$ cat src/fcif_pkg.sv
// Shared constants for the fuse control and host port configuration page.
// Assumes an 8-bit register port with 9-bit register addresses.
package fcif_pkg;

	// Register offsets
	localparam logic [8:0] PAGE_CONTROL_OFS = 9'h100;
	localparam logic [8:0] FUSE_CTRL_OFS = 9'h101;
	localparam logic [8:0] FUSE_ADDR_OFS = 9'h102;
	localparam logic [8:0] FUSE_DATA_OFS = 9'h103;
	localparam logic [8:0] TEMP_OFFSET_OFS = 9'h104;
	localparam logic [8:0] HOST_CFG_OFS = 9'h105;
	localparam logic [8:0] CFG_A_OFS = 9'h106;

	// Fuse control and status field positions
	localparam int WRDIS_BIT = 7;
	localparam int CONF_LOCK_BIT = 6;
	localparam int APP_LOCK_BIT = 5;
	localparam int DEV_LOCK_BIT = 4;
	localparam int DONE_BIT = 3;
	localparam int APP_RELOAD_BIT = 2;
	localparam int DEV_RELOAD_BIT = 1;
	localparam int TIMING_BIT = 0;

	// Host port configuration field positions
	localparam int BASE_HI = 7;
	localparam int BASE_LO = 4;
	localparam int DIRPOL_BIT = 3;
	localparam int PHASE_BIT = 2;
	localparam int CLKPOL_BIT = 1;
	localparam int SELPOL_BIT = 0;
	localparam int IF_TYPE_BIT = 7;

	// Slave address byte layout
	localparam int HS_SEL_BIT = 2;
	localparam int PAGE_HI_BIT = 1;
	localparam int READ_BIT = 0;
	localparam logic [3:0] BASE_UNPROGRAMMED = 4'h0;

	// Values after reset
	localparam logic [7:0] BYTE_RST = 8'h00;
	localparam logic [3:0] NIBBLE_RST = 4'h0;
	localparam logic [1:0] STEP_RST = 2'h0;
	localparam logic [1:0] COUNT_RST = 2'h0;

	// Fuse array words fetched by a reload, in step order
	localparam logic [7:0] FUSE_TEMP_WORD = 8'h00;
	localparam logic [7:0] FUSE_HOST_WORD = 8'h01;
	localparam logic [7:0] FUSE_CFGA_WORD = 8'h02;
	localparam logic [7:0] FUSE_LOCK_WORD = 8'h03;
	localparam logic [1:0] STEP_TEMP = 2'h0;
	localparam logic [1:0] STEP_HOST = 2'h1;
	localparam logic [1:0] STEP_CFGA = 2'h2;
	localparam logic [1:0] STEP_LOCK = 2'h3;

	// Fuse address ranges guarded by the three lock bits
	localparam logic [7:0] CONF_RANGE_HI = 8'h7F;
	localparam logic [7:0] APP_RANGE_HI = 8'h9F;
	localparam logic [7:0] DEV_RANGE_HI = 8'hBF;

	// Unlock sequence: one select byte then this many data bytes
	localparam logic [1:0] UNLOCK_BYTES = 2'h3;

	// Reload sequencer states
	typedef enum logic [2:0]
	{
		ST_BOOT = 3'b001,
		ST_IDLE = 3'b010,
		ST_FETCH = 3'b100
	} fcif_seq_type;

	// Which fields a reload refreshes
	typedef enum logic [2:0]
	{
		MODE_FULL = 3'b001,
		MODE_APP = 3'b010,
		MODE_DEV = 3'b100
	} fcif_mode_type;

endpackage

$ cat src/fcif_top.sv
// Fuse control and host port configuration page: registers, reload sequencer,
// fuse unlock path and host port decode. Assumes the register port and fuse
// array run on clk; the four-wire pins are asynchronous.
//
// Overview of operation
// - Identification registers writable only without write-disable
// - Config lock flag blocks fusing config range
// - Application lock flag blocks fusing application range
// - Device lock flag blocks fusing device range
// - Software sets done; leaving emulation clears it
// - Application trigger reloads its registers and lock
// - Device trigger reloads write-disable and device lock
// - Timing bit selects normal or marginal reads
// - Eight-bit fuse address register, read and write
// - Data register; select plus three unlock bytes
// - Signed temperature offset loaded from fuses
// - Power-manager port answers base plus page bit
// - High-speed port answers base plus four
// - Base zero means hardware default address
// - Direction polarity bit defines read indication
// - Clock polarity bit selects idle level
// - Host configuration writable unmarked and unlocked only
// - Page control mirrors page-zero control register
// - Interface type bit reports two-wire or four-wire
`timescale 1ns/1ps
module fcif_top
	import fcif_pkg::*;
#(
	parameter logic [3:0] DEFAULT_BASE = 4'hB
)
(
	// Clock and reset
	input wire logic clk,
	input wire logic nrst,
	// Register port
	input wire logic [8:0] regAddr,
	input wire logic regWrEn,
	input wire logic regRdEn,
	input wire logic [7:0] regWrData,
	output logic [7:0] regRdData,
	// Fuse array read port
	output logic fuseRdReq,
	output logic [7:0] fuseRdAddr,
	output logic fuseMarginal,
	input wire logic fuseRdAck,
	input wire logic [7:0] fuseRdData,
	// Fuse programming path
	output logic [7:0] fuseAddrOut,
	output logic [7:0] fuseDataOut,
	output logic fuseSelectPulse,
	output logic fuseUnlocked,
	output logic fuseProgram,
	output logic fuseProgramRefused,
	// System status
	input wire logic emulatedReadActive,
	input wire logic unmarkedSample,
	output logic reloadBusy,
	output logic identWriteEnable,
	output logic [7:0] pageControl,
	// Two-wire address decode
	input wire logic [7:0] rxSlaveAddr,
	input wire logic rxSlaveAddrValid,
	output logic pmHit,
	output logic hsHit,
	output logic slaveRead,
	output logic slavePageHigh,
	// Four-wire pins and decode
	input wire logic fwSelectPin,
	input wire logic fwDirPin,
	input wire logic fwClkPin,
	output logic fwSelected,
	output logic fwIsRead,
	output logic fwClkIdle,
	output logic fwClkPhase,
	output logic ifTypeTwoWire
);

	// Whole state of the block
	typedef struct packed
	{
		fcif_seq_type seq;
		fcif_mode_type mode;
		logic [1:0] step;
		logic req;
		logic [7:0] rdAddr;
		logic [7:0] page;
		logic [7:0] locks;
		logic done;
		logic appTrig;
		logic devTrig;
		logic timing;
		logic [7:0] fAddr;
		logic [7:0] fData;
		logic armed;
		logic [1:0] unlockCnt;
		logic unlocked;
		logic selPulse;
		logic progPulse;
		logic refusedPulse;
		logic [7:0] tempOfs;
		logic [7:0] hostCfg;
		logic ifType;
		logic emuPrev;
		logic [2:0] sync1;
		logic [2:0] sync2;
		logic [7:0] rdData;
		logic [3:0] twoWire;
		logic [2:0] fourWire;
		logic busy;
		logic identWr;
	} fcif_state_type;

	fcif_state_type state_reg; // Registered state
	fcif_state_type state_next; // Next state

	// Combinational decode results, registered before they reach the pins
	logic mPm, mHs, mRead, mPage, fSel, fRead, fIdle;

	// Address match against the fused base
	fcif_slave_match #(
		.DEFAULT_BASE(DEFAULT_BASE)
	) uMatch (
		.baseField(state_reg.hostCfg[BASE_HI:BASE_LO]),
		.addrByte(rxSlaveAddr),
		.addrValid(rxSlaveAddrValid),
		.pmHit(mPm),
		.hsHit(mHs),
		.isRead(mRead),
		.pageHigh(mPage)
	);

	// Four-wire polarity decode on synchronised pins
	fcif_four_wire_pol uPol (
		.selPin(state_reg.sync2[0]),
		.dirPin(state_reg.sync2[1]),
		.clkPin(state_reg.sync2[2]),
		.dirPol(state_reg.hostCfg[DIRPOL_BIT]),
		.clkPol(state_reg.hostCfg[CLKPOL_BIT]),
		.selPol(state_reg.hostCfg[SELPOL_BIT]),
		.selected(fSel),
		.isRead(fRead),
		.clkIdle(fIdle)
	);

	// Step number to fuse word
	function automatic logic [7:0] stepWord(input logic [1:0] s);
		unique case (s)
			STEP_TEMP: stepWord = FUSE_TEMP_WORD;
			STEP_HOST: stepWord = FUSE_HOST_WORD;
			STEP_CFGA: stepWord = FUSE_CFGA_WORD;
			STEP_LOCK: stepWord = FUSE_LOCK_WORD;
		endcase
	endfunction

	// Next-state logic
	always_comb
	begin
		logic locked;
		logic [7:0] rd;
		locked = 1'b0;
		rd = BYTE_RST;
		state_next = state_reg;
		state_next.selPulse = 1'b0;
		state_next.progPulse = 1'b0;
		state_next.refusedPulse = 1'b0;
		// Pins pass two flip-flops before any decode
		state_next.sync1 = {fwClkPin, fwDirPin, fwSelectPin};
		state_next.sync2 = state_reg.sync1;
		state_next.twoWire = {mPm, mHs, mRead, mPage};
		state_next.fourWire = {fSel, fRead, fIdle};
		// Falling edge of the emulation window
		state_next.emuPrev = emulatedReadActive;
		if (state_reg.emuPrev && !emulatedReadActive)
			state_next.done = 1'b0;
		// Register writes; a write setting a flag overrides the hardware clear
		if (regWrEn)
		begin
			unique case (regAddr)
				PAGE_CONTROL_OFS: state_next.page = regWrData;
				FUSE_CTRL_OFS:
				begin
					state_next.done = regWrData[DONE_BIT];
					state_next.timing = regWrData[TIMING_BIT];
					// Triggers only set here; they clear themselves when done
					if (regWrData[APP_RELOAD_BIT])
						state_next.appTrig = 1'b1;
					if (regWrData[DEV_RELOAD_BIT])
						state_next.devTrig = 1'b1;
				end
				FUSE_ADDR_OFS:
				begin
					state_next.fAddr = regWrData;
					// Writing the data value here selects this chip and arms unlock
					if (regWrData == state_reg.fData)
					begin
						state_next.selPulse = 1'b1;
						state_next.armed = 1'b1;
						state_next.unlockCnt = COUNT_RST;
						state_next.unlocked = 1'b0;
					end
					else
						state_next.armed = 1'b0;
				end
				FUSE_DATA_OFS:
				begin
					state_next.fData = regWrData;
					if (state_reg.unlocked)
					begin
						// Locked ranges never see a program strobe
						if (state_reg.fAddr <= CONF_RANGE_HI)
							locked = state_reg.locks[CONF_LOCK_BIT];
						else if (state_reg.fAddr <= APP_RANGE_HI)
							locked = state_reg.locks[APP_LOCK_BIT];
						else if (state_reg.fAddr <= DEV_RANGE_HI)
							locked = state_reg.locks[DEV_LOCK_BIT];
						state_next.progPulse = !locked;
						state_next.refusedPulse = locked;
					end
					else if (state_reg.armed)
					begin
						// Count the three unlock bytes after the select
						state_next.unlockCnt = state_reg.unlockCnt + 2'h1;
						if (state_reg.unlockCnt == UNLOCK_BYTES - 2'h1)
						begin
							state_next.unlocked = 1'b1;
							state_next.armed = 1'b0;
						end
					end
				end
				HOST_CFG_OFS:
				begin
					// Phase stays as fused; only open samples take writes
					if (unmarkedSample && !state_reg.locks[APP_LOCK_BIT])
						state_next.hostCfg = {regWrData[7:3], state_reg.hostCfg[PHASE_BIT], regWrData[1:0]};
				end
				default: ; // Read-only and unmapped offsets ignore writes
			endcase
		end
		// Reload sequencer
		unique case (state_reg.seq)
			ST_BOOT:
			begin
				// Power-on load of every fused field
				state_next.seq = ST_FETCH;
				state_next.mode = MODE_FULL;
				state_next.step = STEP_TEMP;
				state_next.req = 1'b1;
				state_next.rdAddr = stepWord(STEP_TEMP);
			end
			ST_IDLE:
			begin
				// Application reload wins if both triggers are pending
				if (state_reg.appTrig)
				begin
					state_next.seq = ST_FETCH;
					state_next.mode = MODE_APP;
					state_next.step = STEP_TEMP;
					state_next.req = 1'b1;
					state_next.rdAddr = stepWord(STEP_TEMP);
				end
				else if (state_reg.devTrig)
				begin
					state_next.seq = ST_FETCH;
					state_next.mode = MODE_DEV;
					state_next.step = STEP_LOCK;
					state_next.req = 1'b1;
					state_next.rdAddr = stepWord(STEP_LOCK);
				end
			end
			ST_FETCH:
			begin
				if (fuseRdAck)
				begin
					unique case (state_reg.step)
						STEP_TEMP: state_next.tempOfs = fuseRdData;
						STEP_HOST: state_next.hostCfg = fuseRdData;
						STEP_CFGA: state_next.ifType = fuseRdData[IF_TYPE_BIT];
						STEP_LOCK:
						begin
							if (state_reg.mode != MODE_DEV)
								state_next.locks[APP_LOCK_BIT] = fuseRdData[APP_LOCK_BIT];
							if (state_reg.mode != MODE_APP)
							begin
								state_next.locks[WRDIS_BIT] = fuseRdData[WRDIS_BIT];
								state_next.locks[DEV_LOCK_BIT] = fuseRdData[DEV_LOCK_BIT];
							end
							if (state_reg.mode == MODE_FULL)
								state_next.locks[CONF_LOCK_BIT] = fuseRdData[CONF_LOCK_BIT];
						end
					endcase
					if (state_reg.step == STEP_LOCK)
					begin
						state_next.seq = ST_IDLE;
						state_next.req = 1'b0;
						// A trigger written in this cycle starts a new reload
						if (state_reg.mode == MODE_APP && !(regWrEn && regAddr == FUSE_CTRL_OFS
							&& regWrData[APP_RELOAD_BIT]))
							state_next.appTrig = 1'b0;
						if (state_reg.mode == MODE_DEV && !(regWrEn && regAddr == FUSE_CTRL_OFS
							&& regWrData[DEV_RELOAD_BIT]))
							state_next.devTrig = 1'b0;
					end
					else
					begin
						state_next.step = state_reg.step + 2'h1;
						state_next.rdAddr = stepWord(state_reg.step + 2'h1);
					end
				end
			end
		endcase
		// Read data, captured on the read strobe
		unique case (regAddr)
			PAGE_CONTROL_OFS: rd = state_reg.page;
			FUSE_CTRL_OFS: rd = {state_reg.locks[7:4], state_reg.done, state_reg.appTrig,
				state_reg.devTrig, state_reg.timing};
			FUSE_ADDR_OFS: rd = state_reg.fAddr;
			FUSE_DATA_OFS: rd = state_reg.fData;
			TEMP_OFFSET_OFS: rd = state_reg.tempOfs;
			HOST_CFG_OFS: rd = state_reg.hostCfg;
			CFG_A_OFS: rd = {state_reg.ifType, 7'h00};
			default: rd = BYTE_RST;
		endcase
		if (regRdEn)
			state_next.rdData = rd;
		// Status outputs get their own flops so no gate sits behind the pins
		state_next.busy = (state_next.seq != ST_IDLE);
		state_next.identWr = !state_next.locks[WRDIS_BIT];
	end

	// State register
	always_ff @(posedge clk or negedge nrst)
	begin
		if (!nrst)
		begin
			state_reg <= '0;
			state_reg.seq <= ST_BOOT;
			state_reg.mode <= MODE_FULL;
			state_reg.busy <= 1'b1;
			state_reg.identWr <= 1'b1;
		end
		else
		begin
			state_reg <= state_next;
		end
	end

	// Outputs straight from the state register
	assign regRdData = state_reg.rdData;
	assign fuseRdReq = state_reg.req;
	assign fuseRdAddr = state_reg.rdAddr;
	assign fuseMarginal = state_reg.timing;
	assign fuseAddrOut = state_reg.fAddr;
	assign fuseDataOut = state_reg.fData;
	assign fuseSelectPulse = state_reg.selPulse;
	assign fuseUnlocked = state_reg.unlocked;
	assign fuseProgram = state_reg.progPulse;
	assign fuseProgramRefused = state_reg.refusedPulse;
	assign reloadBusy = state_reg.busy;
	// Identification registers elsewhere take writes only when this is high
	assign identWriteEnable = state_reg.identWr;
	assign pageControl = state_reg.page;
	assign {pmHit, hsHit, slaveRead, slavePageHigh} = state_reg.twoWire;
	assign {fwSelected, fwIsRead, fwClkIdle} = state_reg.fourWire;
	assign fwClkPhase = state_reg.hostCfg[PHASE_BIT];
	assign ifTypeTwoWire = state_reg.ifType;

endmodule

$ cat src/fcif_slave_match.sv
// Two-wire slave address matcher for the power-manager and high-speed ports.
// Assumes the received address byte is from logic on the same clock.
`timescale 1ns/1ps
module fcif_slave_match
	import fcif_pkg::*;
#(
	parameter logic [3:0] DEFAULT_BASE = 4'hB
)
(
	// Configuration
	input wire logic [3:0] baseField,
	// Received address
	input wire logic [7:0] addrByte,
	input wire logic addrValid,
	// Decode
	output logic pmHit,
	output logic hsHit,
	output logic isRead,
	output logic pageHigh
);

	logic [3:0] effBase; // Base actually answered
	logic baseHit;

	// Unprogrammed fuses fall back to the hardware default base
	always_comb
	begin
		effBase = (baseField == BASE_UNPROGRAMMED) ? DEFAULT_BASE : baseField;
		baseHit = addrValid && (addrByte[7:4] == effBase) && (addrByte[3] == 1'b0);
		pmHit = baseHit && !addrByte[HS_SEL_BIT];
		hsHit = baseHit && addrByte[HS_SEL_BIT];
		isRead = addrByte[READ_BIT];
		pageHigh = addrByte[PAGE_HI_BIT];
	end

endmodule

$ cat src/fcif_four_wire_pol.sv
// Polarity decode for the four-wire port pins.
// Assumes the pin levels were already synchronised.
`timescale 1ns/1ps
module fcif_four_wire_pol
(
	// Synchronised pins
	input wire logic selPin,
	input wire logic dirPin,
	input wire logic clkPin,
	// Configuration
	input wire logic dirPol,
	input wire logic clkPol,
	input wire logic selPol,
	// Decode
	output logic selected,
	output logic isRead,
	output logic clkIdle
);

	// Each pin is compared against its configured active or idle level
	always_comb
	begin
		selected = (selPin == selPol);
		isRead = (dirPin == dirPol);
		clkIdle = (clkPin == clkPol);
	end

endmodule

$ cat config.mk
export PLATFORM = sky130hd
export DESIGN_NAME = fcif_top
export DESIGN_NICKNAME = d
export VERILOG_FILES = /design/src/fcif_pkg.sv /design/src/fcif_top.sv /design/src/fcif_slave_match.sv /design/src/fcif_four_wire_pol.sv
export SDC_FILE = /design/constraint.sdc
export NUM_CORES = 1
export LEC_CHECK = 0
export BUFFER_PORTS_ARGS = -buffer_cell sky130_fd_sc_hd__buf_4
export CAP_MARGIN = 20
export CORE_MARGIN = 5
export CORE_UTILIZATION = 59
export DETAILED_ROUTE_END_ITERATION = 7
export HOLD_SLACK_MARGIN = 0.12
export PLACE_DENSITY = 0.92
export SETUP_SLACK_MARGIN = 0.2
export SLEW_MARGIN = 5
export SYNTH_ARGS = -nofsm -noshare
export SYNTH_HDL_FRONTEND = slang
export SYNTH_SLANG_ARGS = --single-unit
$ cat constraint.sdc
create_clock -name clk -period 5.6 [get_ports clk]
set_clock_uncertainty 0.1 [all_clocks]
set_input_delay 1.12 -clock clk [delete_from_list [all_inputs] [get_ports clk]]
set_output_delay 1.12 -clock clk [all_outputs]
set_load 0.005 [all_outputs]
==> results.toml <==
[cts]
tritoncts = "built"
hold_buffers = 0
clock_path_buffers = 2
cts-htree-levels = 3
postCtsResizedCells = 0
cts-root-buf = "clkbuf_8"
clock-sinks = 90
post-cts-setup-buffer-count = 0
cts_buffers = 9
clock_latency_ps = 360
clkTransAtPathRegs_ps = 90

[sta]
fin_crit_sh = 0.4649
period_needed_ps = 2604
hold_violations = 0
relSlewSlack = 0.6704
rsz0062_at_grt = "no"
drv_slew = 0
fmax_mhz = 384.1
setup_ws_ps = 2996
setup_viol = 0
fin_tns_setup_ps = 0
worstMarginPinSlew_ps = 489.9

[synth]
synth_seq_cells = 90
syn_inst = 400
synth_edf_count = 0
yosysSeqAreaShare = 0.4916
avgSynthCellArea_um2 = 11.48
yosysWarningCount = 0
ys_types = 55
synth_area_um2 = 4592
async_reset_ff_frac = 1.000
synthFlopType = "dfrtp_1"

[routing]
dr.pass1.iters = 4
wl_per_cell_um = 17.95
drc = 0
via_per_inst = 5.741
vias = 3261
ant_nets = 0
drtIter0Drc = 126
wl_um = 10200

[worst_setup_path]
startpoint = "regAddr[3]"
cp-end-kind = "register"
rrSetupSlack_ps = 3630
cp-endpoint = "state_reg[32]"
crit_required_ps = 5720
r2r_end = "fwClkPhase"
crit_arrival_ps = 2730
path_class = "input port to register"
critPathLaunchType = "input port"
worstReg2RegStart = "state_reg[99]"
cp_max_fo = 7
reg2regPathDepth = 4

[pwr]
pwr-share-seq = 0.536
power_uw = 1578
power_frac_comb = 0.206
p_per_area_nw_per_um2 = 298.6
power_leakage_uw = 0.002612
p_int_uw = 1101
p_sw_frac = 0.3020
ir_drop_mv = 0.2283
p_switching_uw = 476.6
clock_power_share = 0.258

[finish]
nets = 510
area_growth_pct = 15.07
finish.utilization = 0.6909
fin_area_um2 = 5284
largest_reg_flops = 36
n_antenna_cell = 0
final_common_cell = "buf_4"
layout-drive-gt1-share = 0.3712
mostFrequentLayoutCells = "buf_4 (94), dfrtp_1 (86), mux2_2 (35), nand2_1 (26), inv_1 (24)"
n_fill_cell = 520

[floorplan]
num_io_pins = 101
die_w_um = 98.22
start_util = 0.6005
die_h_um = 98.22
rows = 32
fp.coreArea_um2 = 7647
dieArea_um2 = 9647

[global_routing]
grt_max_degree = 91
grt_overflow = 0
grt_util_all_layers = 0.2154
first_global_vias = 3290
antenna_found_initial = 0
grt_pass1_wl_um = 16460

[min_path]
hold_depth = 0
hold_class = "register to register"

[run_status]
status = "finished clean"

[placement]
place_hpwl_um = 7576
place_ws_ps = 2636
gp_congestion = 0.8710
portBuffers = 94
placed_area_um2 = 5076

[flow_run]
maxCapViolCount = 0
[critical path: stages]
cell,delay [ps]
buf_4,110
or4b_4,600
nor3_4,170
nand4_2,340
mux2i_1,300
a21oi_1,90
[layer usage]
layer / vias up / GRT usage / wire length, um
met5: - / 0 / 0
met3: 30 / 0.04571 / 663
met2: 150 / 0.3461 / 5027
li1: 1477 / - / -
met4: 0 / 0.1082 / 306
met1: 1604 / 0.2776 / 4201
[metrics by stage]
step / hold WS [ps] / cells
6_report: 255.5 / 568
5_1_grt: 265.4 / 568
4_1_cts: 257.5 / 567
3_5_place_dp: 235.5 / 551
3_3_place_gp: 232.4 / 551
2_1_floorplan: 231.2 / 406
[power groups by stage]
| stage | Combinational [uW] | Clock (uW) | Sequential (uW) |
|---|---|---|---|
| final | 326 | 407 | 846 |
| after global routing | 361 | 442 | 858 |
| after CTS | 326 | 417 | 843 |
| after detailed placement | 324 | 0 | 855 |
| after global placement | 305 | 0 | 847 |
| after floorplan | 207 | 0 | 826 |
[cell families (layout without fill, tap and decap cells)]
group,Yosys count,after routing,share of synthesized area
buf+inv,75,135,0.1005
fa+ha+maj,5,5,0.01362
other cells,1,7,0.0008167
compound gates,65,65,0.08638
xor+xnor,14,14,0.02670
mux,64,64,0.1725
simple gates,86,86,0.1079
flops,90,90,0.4916
[layout make-up]
| cell class | instances | area, um2 | area share |
|---|---|---|---|
| clock buffer | 10 | 127.6 | 0.02415 |
| clock inverter | 6 | 52.55 | 0.009946 |
| inverter | 24 | 90.09 | 0.01705 |
| multi-input combinational | 241 | 1896 | 0.3587 |
| sequential | 90 | 2257 | 0.4272 |
| tap | 102 | 127.6 | 0.02415 |
| timing repair buffer | 95 | 733.2 | 0.1388 |
[synthesized netlist by cell type (3+ instances only)]
cell / n / area, um2
buf_4: 41 / 307.8
nor3_1: 3 / 15.01
a22oi_1: 6 / 45.04
ha_1: 5 / 62.56
a31oi_1: 3 / 18.77
nor4_1: 3 / 18.77
o31ai_1: 3 / 22.52
mux2i_1: 15 / 150.1
o22ai_1: 8 / 50.05
dfstp_2: 4 / 105.1
xor2_1: 9 / 78.83
mux2_4: 9 / 135.1
o21ai_0: 16 / 80.08
a21oi_1: 19 / 95.09
nand2_1: 26 / 97.59
nor3b_1: 3 / 22.52
clkbuf_1: 6 / 22.52
nor2b_1: 4 / 25.02
mux2_2: 35 / 394.1
inv_1: 24 / 90.09
xnor2_1: 5 / 43.79
mux4_2: 5 / 112.6
nor2_1: 23 / 86.33
dfrtp_1: 86 / 2152
nand3_1: 5 / 25.02
[worst min-delay path by stage]
stage | slack (ps) | to | from
after global routing | 270 | state_reg[17] | state_next[17]
after global placement | 230 | state_reg[17] | state_next[17]
after floorplan | 230 | state_reg[17] | state_next[17]
after CTS | 260 | state_reg[19] | state_next[19]
final | 260 | state_reg[17] | state_next[17]
after detailed placement | 240 | state_reg[18] | state_next[18]
(Power assumes the default switching activity.)
